**src/common/hcfr_pkg.sv**
```systemverilog
// package: register map, field layout, reset values and types of the controller front registers
package hcfr_pkg;

	// ----------------------------------------
	// register byte offsets
	// ----------------------------------------
	localparam logic [7:0] HCFR_OFF_VERSION = 8'h00;
	localparam logic [7:0] HCFR_OFF_ROM = 8'h04;
	localparam logic [7:0] HCFR_OFF_RETRY = 8'h08;
	localparam logic [7:0] HCFR_OFF_SWAP_NEW = 8'h0c;
	localparam logic [7:0] HCFR_OFF_SWAP_EXP = 8'h10;
	localparam logic [7:0] HCFR_OFF_SWAP_CTRL = 8'h14;
	localparam logic [7:0] HCFR_OFF_RES0 = 8'h18;
	localparam logic [7:0] HCFR_OFF_RES1 = 8'h1c;
	localparam logic [7:0] HCFR_OFF_RES2 = 8'h20;
	localparam logic [7:0] HCFR_OFF_RES3 = 8'h24;

	// ----------------------------------------
	// field positions
	// ----------------------------------------
	localparam int HCFR_VER_MAJOR_LSB = 16;
	localparam int HCFR_VER_PRESENT_BIT = 24;
	localparam int HCFR_ROM_CLEAR_BIT = 31;
	localparam int HCFR_ROM_GO_BIT = 25;
	localparam int HCFR_ROM_BYTE_LSB = 16;
	localparam int HCFR_RETRY_PHYS_LSB = 8;
	localparam int HCFR_RETRY_DRSP_LSB = 4;
	localparam int HCFR_RETRY_DREQ_LSB = 0;
	localparam int HCFR_SWAP_DONE_BIT = 31;

	// ----------------------------------------
	// reset values
	// ----------------------------------------
	localparam logic [7:0] HCFR_MAJOR_RST = 8'h01;
	localparam logic [7:0] HCFR_MINOR_RST = 8'h00;
	localparam logic [7:0] HCFR_MINOR_V11 = 8'h10;
	localparam logic [3:0] HCFR_RETRY_RST = 4'h0;
	localparam logic [31:0] HCFR_WORD_RST = 32'h0000_0000;
	localparam logic [31:0] HCFR_UNMAPPED_DATA = 32'h0000_0000;

	// ----------------------------------------
	// timing counts
	// ----------------------------------------
	localparam logic [3:0] HCFR_ADDR_CLEAR_CYCLES = 4'h2;

	// ----------------------------------------
	// types
	// ----------------------------------------
	typedef enum logic [1:0] {
		HCFR_SEL_BUS_MANAGER_ID = 2'h0,
		HCFR_SEL_BANDWIDTH_AVAILABLE = 2'h1,
		HCFR_SEL_CHANNELS_AVAILABLE_HI = 2'h2,
		HCFR_SEL_CHANNELS_AVAILABLE_LO = 2'h3
	} hcfr_sel_type;

	// byte-read request to the serial memory reader
	typedef struct packed {
		logic req;
		logic [7:0] addr;
	} hcfr_rom_req_type;

	// one retry limit set for the transmit units
	typedef struct packed {
		logic [3:0] phys_resp_retry_max;
		logic [3:0] dma_resp_retry_max;
		logic [3:0] dma_req_retry_max;
	} hcfr_retry_type;

	// values loaded from the serial memory at start-up
	typedef struct packed {
		logic valid;
		logic [7:0] major;
		logic [7:0] minor;
		logic [7:0] boot_image_offset;
	} hcfr_load_type;

endpackage : hcfr_pkg

```
**src/hdl/hcfr_front_regs.sv**
```systemverilog
// design: controller front registers with serial memory read path, retry limits and compare-and-swap engine
// ----------------------------------------
// ----------------------------------------
`timescale 1ns/10ps
`default_nettype none

module hcfr_front_regs
	import hcfr_pkg::*;
#(
	parameter int ADDR_W = 8
) (
	// clock and reset
	input wire logic pclk,
	input wire logic presetn,
	// apb slave
	input wire logic psel,
	input wire logic penable,
	input wire logic pwrite,
	input wire logic [ADDR_W-1:0] paddr,
	input wire logic [31:0] pwdata,
	input wire logic [3:0] pstrb,
	output logic [31:0] prdata,
	output logic pready,
	output logic pslverr,
	// serial memory start-up load
	input wire logic eeprom_present,
	input wire hcfr_load_type rom_load,
	// serial memory byte reader
	output hcfr_rom_req_type rom_req,
	input wire logic rom_ack,
	input wire logic [7:0] rom_data,
	// retry limits to the transmit units
	output hcfr_retry_type retry_limits,
	// bus-management resource contents
	output logic [31:0] bus_manager_id,
	output logic [31:0] bandwidth_available,
	output logic [31:0] channels_available_hi,
	output logic [31:0] channels_available_lo
);

	// elaboration check: the decode needs at least the full byte offset
	if (ADDR_W < 8) begin : g_addr_w_check
		$error("hcfr_front_regs: ADDR_W must be at least 8");
	end

	// ----------------------------------------
	// apb decode
	// ----------------------------------------
	logic acc;
	logic wr;
	logic rd_ok;
	logic [7:0] off;
	logic mapped;

	assign off = paddr[7:0];
	assign acc = psel && penable;
	assign wr = acc && pwrite;
	assign rd_ok = (paddr[ADDR_W-1:0] >> 8) == '0;
	assign mapped = rd_ok && (off[1:0] == 2'h0) && (off <= HCFR_OFF_SWAP_CTRL);

	// byte-enable merge for writable words
	function automatic logic [31:0] merge(input logic [31:0] old, input logic [31:0] nw, input logic [3:0] be);
		logic [31:0] res;
		res = old;
		for (int i = 0; i < 4; i++) begin
			if (be[i]) begin
				res[i*8 +: 8] = nw[i*8 +: 8];
			end
		end
		return res;
	endfunction : merge

	logic wr_rom;
	logic wr_retry;
	logic wr_new;
	logic wr_exp;
	logic wr_ctrl;

	assign wr_rom = wr && mapped && off == HCFR_OFF_ROM;
	assign wr_retry = wr && mapped && off == HCFR_OFF_RETRY;
	assign wr_new = wr && mapped && off == HCFR_OFF_SWAP_NEW;
	assign wr_exp = wr && mapped && off == HCFR_OFF_SWAP_EXP;
	assign wr_ctrl = wr && mapped && off == HCFR_OFF_SWAP_CTRL;

	// ----------------------------------------
	// version register
	// ----------------------------------------
	logic [7:0] major_r;
	logic [7:0] minor_r;
	logic present_r;
	logic [7:0] boot_off_r;

	always_ff @(posedge pclk or negedge presetn) begin
		if (!presetn) begin
			major_r <= HCFR_MAJOR_RST;
			minor_r <= HCFR_MINOR_RST;
			boot_off_r <= 8'h00;
		end else if (rom_load.valid && eeprom_present) begin
			major_r <= rom_load.major;
			minor_r <= rom_load.minor;
			boot_off_r <= rom_load.boot_image_offset;
		end
	end

	always_ff @(posedge pclk or negedge presetn) begin
		if (!presetn) begin
			present_r <= 1'b0;
		end else begin
			present_r <= eeprom_present;
		end
	end

	// ----------------------------------------
	// serial memory read path
	// ----------------------------------------
	logic clear_r;
	logic [3:0] clear_cnt_r;
	logic go_r;
	logic [7:0] byte_r;
	logic [7:0] rom_addr_r;
	logic req_r;

	// address clear takes a short fixed hold before the bit drops
	always_ff @(posedge pclk or negedge presetn) begin
		if (!presetn) begin
			clear_r <= 1'b0;
			clear_cnt_r <= 4'h0;
		end else if (wr_rom && pstrb[3] && pwdata[HCFR_ROM_CLEAR_BIT]) begin
			clear_r <= 1'b1;
			clear_cnt_r <= HCFR_ADDR_CLEAR_CYCLES;
		end else if (clear_r) begin
			if (clear_cnt_r == 4'h1) begin
				clear_r <= 1'b0;
			end
			clear_cnt_r <= clear_cnt_r - 4'h1;
		end
	end

	// read-go stays set until the reader acknowledges
	always_ff @(posedge pclk or negedge presetn) begin
		if (!presetn) begin
			go_r <= 1'b0;
			req_r <= 1'b0;
		end else begin
			if (go_r && req_r && rom_ack) begin
				go_r <= 1'b0;
				req_r <= 1'b0;
			end else if (wr_rom && pstrb[3] && pwdata[HCFR_ROM_GO_BIT] && !go_r) begin
				go_r <= 1'b1;
			end else if (go_r && !clear_r) begin
				req_r <= 1'b1;
			end
		end
	end

	always_ff @(posedge pclk or negedge presetn) begin
		if (!presetn) begin
			byte_r <= 8'h00;
		end else if (go_r && req_r && rom_ack) begin
			byte_r <= rom_data;
		end
	end

	always_ff @(posedge pclk or negedge presetn) begin
		if (!presetn) begin
			rom_addr_r <= 8'h00;
		end else if (clear_r) begin
			rom_addr_r <= 8'h00;
		end else if (go_r && req_r && rom_ack) begin
			rom_addr_r <= rom_addr_r + 8'h01;
		end
	end

	always_ff @(posedge pclk or negedge presetn) begin
		if (!presetn) begin
			rom_req <= '0;
		end else begin
			rom_req.req <= go_r && !clear_r && !(req_r && rom_ack);
			rom_req.addr <= rom_addr_r;
		end
	end

	// ----------------------------------------
	// retry limits
	// ----------------------------------------
	always_ff @(posedge pclk or negedge presetn) begin
		if (!presetn) begin
			retry_limits.phys_resp_retry_max <= HCFR_RETRY_RST;
			retry_limits.dma_resp_retry_max <= HCFR_RETRY_RST;
			retry_limits.dma_req_retry_max <= HCFR_RETRY_RST;
		end else if (wr_retry) begin
			if (pstrb[1]) begin
				retry_limits.phys_resp_retry_max <= pwdata[HCFR_RETRY_PHYS_LSB +: 4];
			end
			if (pstrb[0]) begin
				retry_limits.dma_resp_retry_max <= pwdata[HCFR_RETRY_DRSP_LSB +: 4];
				retry_limits.dma_req_retry_max <= pwdata[HCFR_RETRY_DREQ_LSB +: 4];
			end
		end
	end

	// ----------------------------------------
	// compare-and-swap engine
	// ----------------------------------------
	typedef enum logic [1:0] {
		HCFR_SW_IDLE,
		HCFR_SW_RUN
	} hcfr_sw_state_type;

	hcfr_sw_state_type sw_state_r;
	logic [31:0] swap_new_value;
	logic [31:0] swap_expected_value;
	hcfr_sel_type swap_target_select;
	logic swap_complete;
	logic [31:0] res_r [4];
	logic [31:0] cur;

	assign cur = res_r[swap_target_select];

	always_ff @(posedge pclk or negedge presetn) begin
		if (!presetn) begin
			sw_state_r <= HCFR_SW_IDLE;
		end else begin
			unique case (sw_state_r)
				HCFR_SW_IDLE: begin
					if (wr_ctrl) begin
						sw_state_r <= HCFR_SW_RUN;
					end
				end
				HCFR_SW_RUN: begin
					sw_state_r <= HCFR_SW_IDLE;
				end
				default: begin
					sw_state_r <= HCFR_SW_IDLE;
				end
			endcase
		end
	end

	always_ff @(posedge pclk or negedge presetn) begin
		if (!presetn) begin
			swap_target_select <= HCFR_SEL_BUS_MANAGER_ID;
		end else if (wr_ctrl && pstrb[0] && sw_state_r == HCFR_SW_IDLE) begin
			swap_target_select <= hcfr_sel_type'(pwdata[1:0]);
		end
	end

	// completion set wins over a write that lands in the same cycle
	always_ff @(posedge pclk or negedge presetn) begin
		if (!presetn) begin
			swap_complete <= 1'b1;
		end else if (sw_state_r == HCFR_SW_RUN) begin
			swap_complete <= 1'b1;
		end else if (wr_ctrl) begin
			swap_complete <= 1'b0;
		end
	end

	always_ff @(posedge pclk or negedge presetn) begin
		if (!presetn) begin
			swap_new_value <= HCFR_WORD_RST;
		end else if (sw_state_r == HCFR_SW_RUN) begin
			swap_new_value <= cur;
		end else if (wr_new) begin
			swap_new_value <= merge(swap_new_value, pwdata, pstrb);
		end
	end

	always_ff @(posedge pclk or negedge presetn) begin
		if (!presetn) begin
			swap_expected_value <= HCFR_WORD_RST;
		end else if (wr_exp) begin
			swap_expected_value <= merge(swap_expected_value, pwdata, pstrb);
		end
	end

	always_ff @(posedge pclk or negedge presetn) begin
		if (!presetn) begin
			for (int i = 0; i < 4; i++) begin
				res_r[i] <= HCFR_WORD_RST;
			end
		end else if (sw_state_r == HCFR_SW_RUN && cur == swap_expected_value) begin
			res_r[swap_target_select] <= swap_new_value;
		end
	end

	always_ff @(posedge pclk or negedge presetn) begin
		if (!presetn) begin
			bus_manager_id <= HCFR_WORD_RST;
			bandwidth_available <= HCFR_WORD_RST;
			channels_available_hi <= HCFR_WORD_RST;
			channels_available_lo <= HCFR_WORD_RST;
		end else begin
			bus_manager_id <= res_r[HCFR_SEL_BUS_MANAGER_ID];
			bandwidth_available <= res_r[HCFR_SEL_BANDWIDTH_AVAILABLE];
			channels_available_hi <= res_r[HCFR_SEL_CHANNELS_AVAILABLE_HI];
			channels_available_lo <= res_r[HCFR_SEL_CHANNELS_AVAILABLE_LO];
		end
	end

	// ----------------------------------------
	// read mux and apb answer
	// ----------------------------------------
	logic [31:0] rd_nxt;

	always_comb begin
		rd_nxt = HCFR_UNMAPPED_DATA;
		unique case (off)
			HCFR_OFF_VERSION: begin
				rd_nxt[HCFR_VER_MAJOR_LSB +: 8] = major_r;
				rd_nxt[7:0] = minor_r;
				rd_nxt[HCFR_VER_PRESENT_BIT] = present_r;
			end
			HCFR_OFF_ROM: begin
				rd_nxt[HCFR_ROM_CLEAR_BIT] = clear_r;
				rd_nxt[HCFR_ROM_GO_BIT] = go_r;
				rd_nxt[HCFR_ROM_BYTE_LSB +: 8] = byte_r;
				rd_nxt[7:0] = boot_off_r;
			end
			HCFR_OFF_RETRY: begin
				rd_nxt[HCFR_RETRY_PHYS_LSB +: 4] = retry_limits.phys_resp_retry_max;
				rd_nxt[HCFR_RETRY_DRSP_LSB +: 4] = retry_limits.dma_resp_retry_max;
				rd_nxt[HCFR_RETRY_DREQ_LSB +: 4] = retry_limits.dma_req_retry_max;
			end
			HCFR_OFF_SWAP_NEW: begin
				rd_nxt = swap_new_value;
			end
			HCFR_OFF_SWAP_EXP: begin
				rd_nxt = swap_expected_value;
			end
			HCFR_OFF_SWAP_CTRL: begin
				rd_nxt[HCFR_SWAP_DONE_BIT] = swap_complete;
				rd_nxt[1:0] = swap_target_select;
			end
			default: begin
				rd_nxt = HCFR_UNMAPPED_DATA;
			end
		endcase
		if (!mapped) begin
			rd_nxt = HCFR_UNMAPPED_DATA;
		end
	end

	// zero-wait answer: pready rises in every access phase
	always_ff @(posedge pclk or negedge presetn) begin
		if (!presetn) begin
			prdata <= HCFR_WORD_RST;
			pready <= 1'b0;
			pslverr <= 1'b0;
		end else begin
			pready <= psel && !penable;
			pslverr <= psel && !penable && !mapped;
			if (psel && !penable && !pwrite) begin
				prdata <= rd_nxt;
			end
		end
	end

endmodule : hcfr_front_regs

`default_nettype wire

```
**config.mk**
```make
export PLATFORM = sky130hd
export DESIGN_NAME = hcfr_front_regs
export DESIGN_NICKNAME = d
export VERILOG_FILES = /design/src/common/hcfr_pkg.sv /design/src/hdl/hcfr_front_regs.sv
export SDC_FILE = /design/constraint.sdc
export NUM_CORES = 1
export LEC_CHECK = 0
export BUFFER_PORTS_ARGS = -buffer_cell sky130_fd_sc_hd__buf_2
export CAP_MARGIN = 15
export CORE_ASPECT_RATIO = 1.5
export CORE_MARGIN = 2
export CORE_UTILIZATION = 52
export CTS_CLUSTER_DIAMETER = 30
export DETAILED_ROUTE_END_ITERATION = 8
export PLACE_DENSITY = 0.84
export SLEW_MARGIN = 10
export SYNTH_ARGS = -nofsm -noshare
export SYNTH_HDL_FRONTEND = slang
export SYNTH_SLANG_ARGS = --single-unit
```
**constraint.sdc**
```tcl
create_clock -name pclk -period 4.9 [get_ports pclk]
set_clock_uncertainty 0.2 [all_clocks]
set_input_delay 0.735 -clock pclk [delete_from_list [all_inputs] [get_ports pclk]]
set_output_delay 0.735 -clock pclk [all_outputs]
set_load 0.05 [all_outputs]
```
==> results <==
- The internal power contribution is 6.08 mW.
- The x dimension of the die is 152 um.
- The worst-case hold path end point is present_r$_DFF_PN0_.
- The count of port buffers added during placement is 266.
- The share of synthesized area occupied by flip-flops and latches is 62.8%.
- The core region area is 0.0324 mm2.
- Counting flops with an async set or reset pin after synthesis yields a share of 100%.
- The maximum vdd drop is 0.309 mV.
- After clock tree synthesis, the clock-pin slew on the worst setup and hold paths is 0.07 ns.
- During synthesis, Yosys emitted a total of 0 warnings.
- The site row count is 81.
- The initial core utilization is 52.5%.
- The post-synthesis net count is 1256.
- Detailed placement finished with a half-perimeter wire length of 32300 um.
- The commonest cells after synthesis are 425 x dfrtp_1, 175 x mux2_2, 115 x nand2_1.
- TritonCTS built the clock tree.
- The clock root buffer master is clkbuf_16.
- The die footprint is 0.0342 mm2.
- For this block, the via count after detailed routing is 11500.
- On the worst path, the slowest cell contributes a delay of 0.95 ns.
- The power density normalized to cell area is 381 mW/mm2.
- The mapped netlist covers 0.0170 mm2.
- After synthesis the netlist holds a flip-flop and latch count of 427.
- Entering global routing, the biggest net connects 142 pins.
- The dominant cell by count in the synthesized netlist is dfrtp_1.
- The relative contribution of combinational cells to total power is 2.6%.
- In this run, synthesis inferred 0 flip-flops with an integrated enable.
- The minimum setup slack among reg-to-reg paths is 0.36 ns.
- The DRC violation count after routing is 0.
- The total detailed-routing wirelength is 46800 um.
- The average cell area after synthesis is 14.6 um2.
- At the worst endpoint, the required time is 5.16 ns.
- The initial antenna violation count was 8.
- The net count reported at finish is 1544.
- The height of the die is 226 um.
- The count of placed standard cells in the final layout, fillers left out is 1919.
- The longest clock path from root to sink contains 3 buffers.
- The startpoint of the worst-slack reg-to-reg timing path is swap_target_select[0]$_DFFE_PN0P_.
- The count of placed standard cells including taps is 1817.
- The layout overhead on the synthesized area is 21.7%.
- The post-layout utilization of the core is 63.8%.
- After clock tree synthesis, the setup repair step added 0 buffers.
- At the pin with the least slew margin, the transition time is 1.15 ns.
- STA puts the critical path data arrival time at 4.80 ns.
- Pin placement for this block handled 267 I/O pins.
- The dominant synthesized flop cell is dfrtp_1.
- The remaining antenna violation count is 0.
- The number of buffers and inverters on the critical path is 1.
- The number of buffers added by the clock tree synthesis step is 50.
- The cell with the biggest individual delay on the critical path is dfrtp_4.
- The static power due to leakage is 10.7 nW.
- The fraction of final layout cells with drive strength greater than 1 is 42.1%.
- The share of the synthesized area in the top cell type is 62.5%.
- The kind of start point of the critical path is a register.
- The start point of the worst min-delay path is eeprom_present.
- The cell class contributing the biggest share of worst-path delay is simple AND/OR/NAND/NOR gates.
- In the final routed layout, each cell accounts on average for 24.4 um.
- The worst register-to-register path ends at res_r[4]$_DFFE_PN0P_.
- For the final routed database, the setup TNS stands at 0 ns.
- Of the total power, the share spent switching nets is 22.9%.
- The count of cells along the worst register-to-register path is 8.
- The signal on the critical path passes through mux4_2, xnor2_1, nand4_1, nor4b_1, or4b_1, or3_2, buf_4, mux2_4.
- After synthesis, the cell types taking the most area are dfrtp_1 63%, mux2_2 12%, mux4_2 3.7%.
- The total number of clock tree sinks is 427.
- The count of final hold-check violations came to 0.
- The length of the first detailed-routing pass in iterations is 5.
- The critical path is of the reg -> reg type.
- The count of filler cells inserted in the layout is 2286.
- The sort of element at the end of the critical path is a register.
- After detailed placement, the total cell area comes to 0.0188 mm2.
- Measured against its own limit, the worst slew margin works out to 23.0%.
- dfrtp_1 takes more of the synthesized area than any other cell.
- The unique cell type count in the Yosys netlist is 57.
- The all-layer global routing usage is 27.7%.
- The first routing iteration left 862 violations.
- The worst hold path cell count is 1.
- The number of cells produced by synthesis is 1169.
- Summing all non-filler instances in the final layout gives an area of 0.0207 mm2.
- The design draws 7.89 mW.
- The largest fanout on the critical path is 41.
- The max-slew violation count came to 0.
- The number of global-route vias before repair is 12000.
- Setup repair after global routing left no endpoint under its margin.
- The final-report setup violation count is 0.
- Per report_power, the clock group accounts for 52.1% of the total.
- The timing-limited maximum frequency is 220 MHz.
- The first global-routing pass estimated 70700 um of wire.
- In this run the number of H-tree levels came out at 2.
- The global route total overflow is 0.
- The final weighted congestion in routability-driven placement is 0.954.
- The max-capacitance violation count is 0.
- At the later pin of the worst-skew pair, clock insertion delay measures 0.59 ns.
- The switching component of the power is 1.81 mW.
- The clock period minus worst slack is 4.54 ns.
- Of the available clock period, the critical path in the final layout requires 92.6%.
- The flow ran to the end, and the final reports show no timing, DRC or antenna violations.
- The class of the tightest hold or removal check is in -> reg.
- The critical path runs through a total of 8 cells.
- The relative contribution of sequential cells to total power is 45.4%.
- The via count normalized by instance count is 5.98.
## worst reg2reg max path: stages, from the launching register on
cell and delay (ns):
dfrtp_4 0.95, mux4_2 0.65, xnor2_1 0.43, nand4_1 0.23
nor4b_1 0.33, or4b_1 0.49, or3_2 0.51, buf_4 0.26
mux2_4 0.36
## cells in the final DEF (no fill, tap or decap), types with 12 or more instances in the layout
cell type	n
mux2_2	175
o21ai_0	54
a22oi_1	32
mux4_2	28
clkbuf_16	50
nand2_1	115
mux2i_1	44
buf_2	265
mux2_4	30
inv_6	12
xnor2_1	27
dfrtp_1	422
nor2_1	26
a21oi_1	20
buf_4	20
## registers in the layout, summed over array words and instances (netlist names), 9 cells and up
| register | count |
|---|---|
| bandwidth_available | 32 |
| retry_limits | 12 |
| prdata | 32 |
| channels_available_lo | 32 |
| bus_manager_id | 32 |
| swap_new_value | 32 |
| rom_req | 9 |
| channels_available_hi | 32 |
| swap_expected_value | 32 |
| res_r | 128 |
## worst max-delay path by stage
stage / to / slack [ns] / from
final: res_r[4]$_DFFE_PN0P_ / 0.36 / swap_target_select[0]$_DFFE_PN0P_
after global routing: res_r[7]$_DFFE_PN0P_ / 0.26 / swap_target_select[0]$_DFFE_PN0P_
after CTS: res_r[12]$_DFFE_PN0P_ / 0.44 / swap_target_select[0]$_DFFE_PN0P_
after detailed placement: res_r[4]$_DFFE_PN0P_ / 0.47 / swap_target_select[0]$_DFFE_PN0P_
after global placement: res_r[106]$_DFFE_PN0P_ / 0.61 / swap_target_select[0]$_DFFE_PN0P_
after floorplan: res_r[100]$_DFFE_PN0P_ / 1.41 / swap_target_select[1]$_DFFE_PN0P_
## timing repair
action,4_1_cts,5_1_grt
gates resized for setup,0,0
hold buffers,1,0
setup endpoints to repair,0,0
endpoints found under the hold margin,56,0
## cell families (layout without fill, tap and decap cells)
group	Yosys count	in the layout	synth area share (%)
flops	427	427	62.8
xor+xnor	37	37	1.90
fa+ha+maj	3	3	0.221
simple gates	209	209	5.74
buf+inv	66	396	2.13
mux	287	287	21.9
compound gates	140	140	5.32
other cells	0	5	0
## layout make-up
cell class | count | area [um2] | share of cell area, %
antenna | 5 | 12.5 | 0.0604
sequential | 427 | 10700 | 51.7
timing repair buffer | 290 | 1560 | 7.54
clock inverter | 43 | 613 | 2.96
clock buffer | 51 | 1260 | 6.11
multi-input combinational | 676 | 5990 | 28.9
inverter | 12 | 45.0 | 0.218
tap | 415 | 519 | 2.51
## stage by stage
stage	setup WS, ns	hold slack (ns)
2_1_floorplan	1.41	0.161
3_3_place_gp	0.608	0.174
3_5_place_dp	0.472	0.183
4_1_cts	0.438	0.0819
5_1_grt	0.264	0.0922
6_report	0.361	0.104
## power groups by stage
| stage | logic (mW) | registers (mW) | clock network [mW] |
|---|---|---|---|
| 2_1_floorplan | 0.0656 | 3.64 | 0 |
| 3_3_place_gp | 0.198 | 3.64 | 0 |
| 3_5_place_dp | 0.204 | 3.64 | 0 |
| 4_1_cts | 0.207 | 3.58 | 4.15 |
| 5_1_grt | 0.227 | 3.58 | 4.30 |
| 6_report | 0.202 | 3.58 | 4.11 |
## layer usage
layer | track usage (%) | part of all wire [%] | vias to the layer above
met5 | 0 | 0.15 | -
met4 | 15.8 | 6.1 | 10
met2 | 46.6 | 51 | 600
li1 | - | - | 4817
met1 | 33.1 | 35 | 5887
met3 | 5.59 | 7.6 | 168
Note: power is estimated with default switching activity, not from simulation.
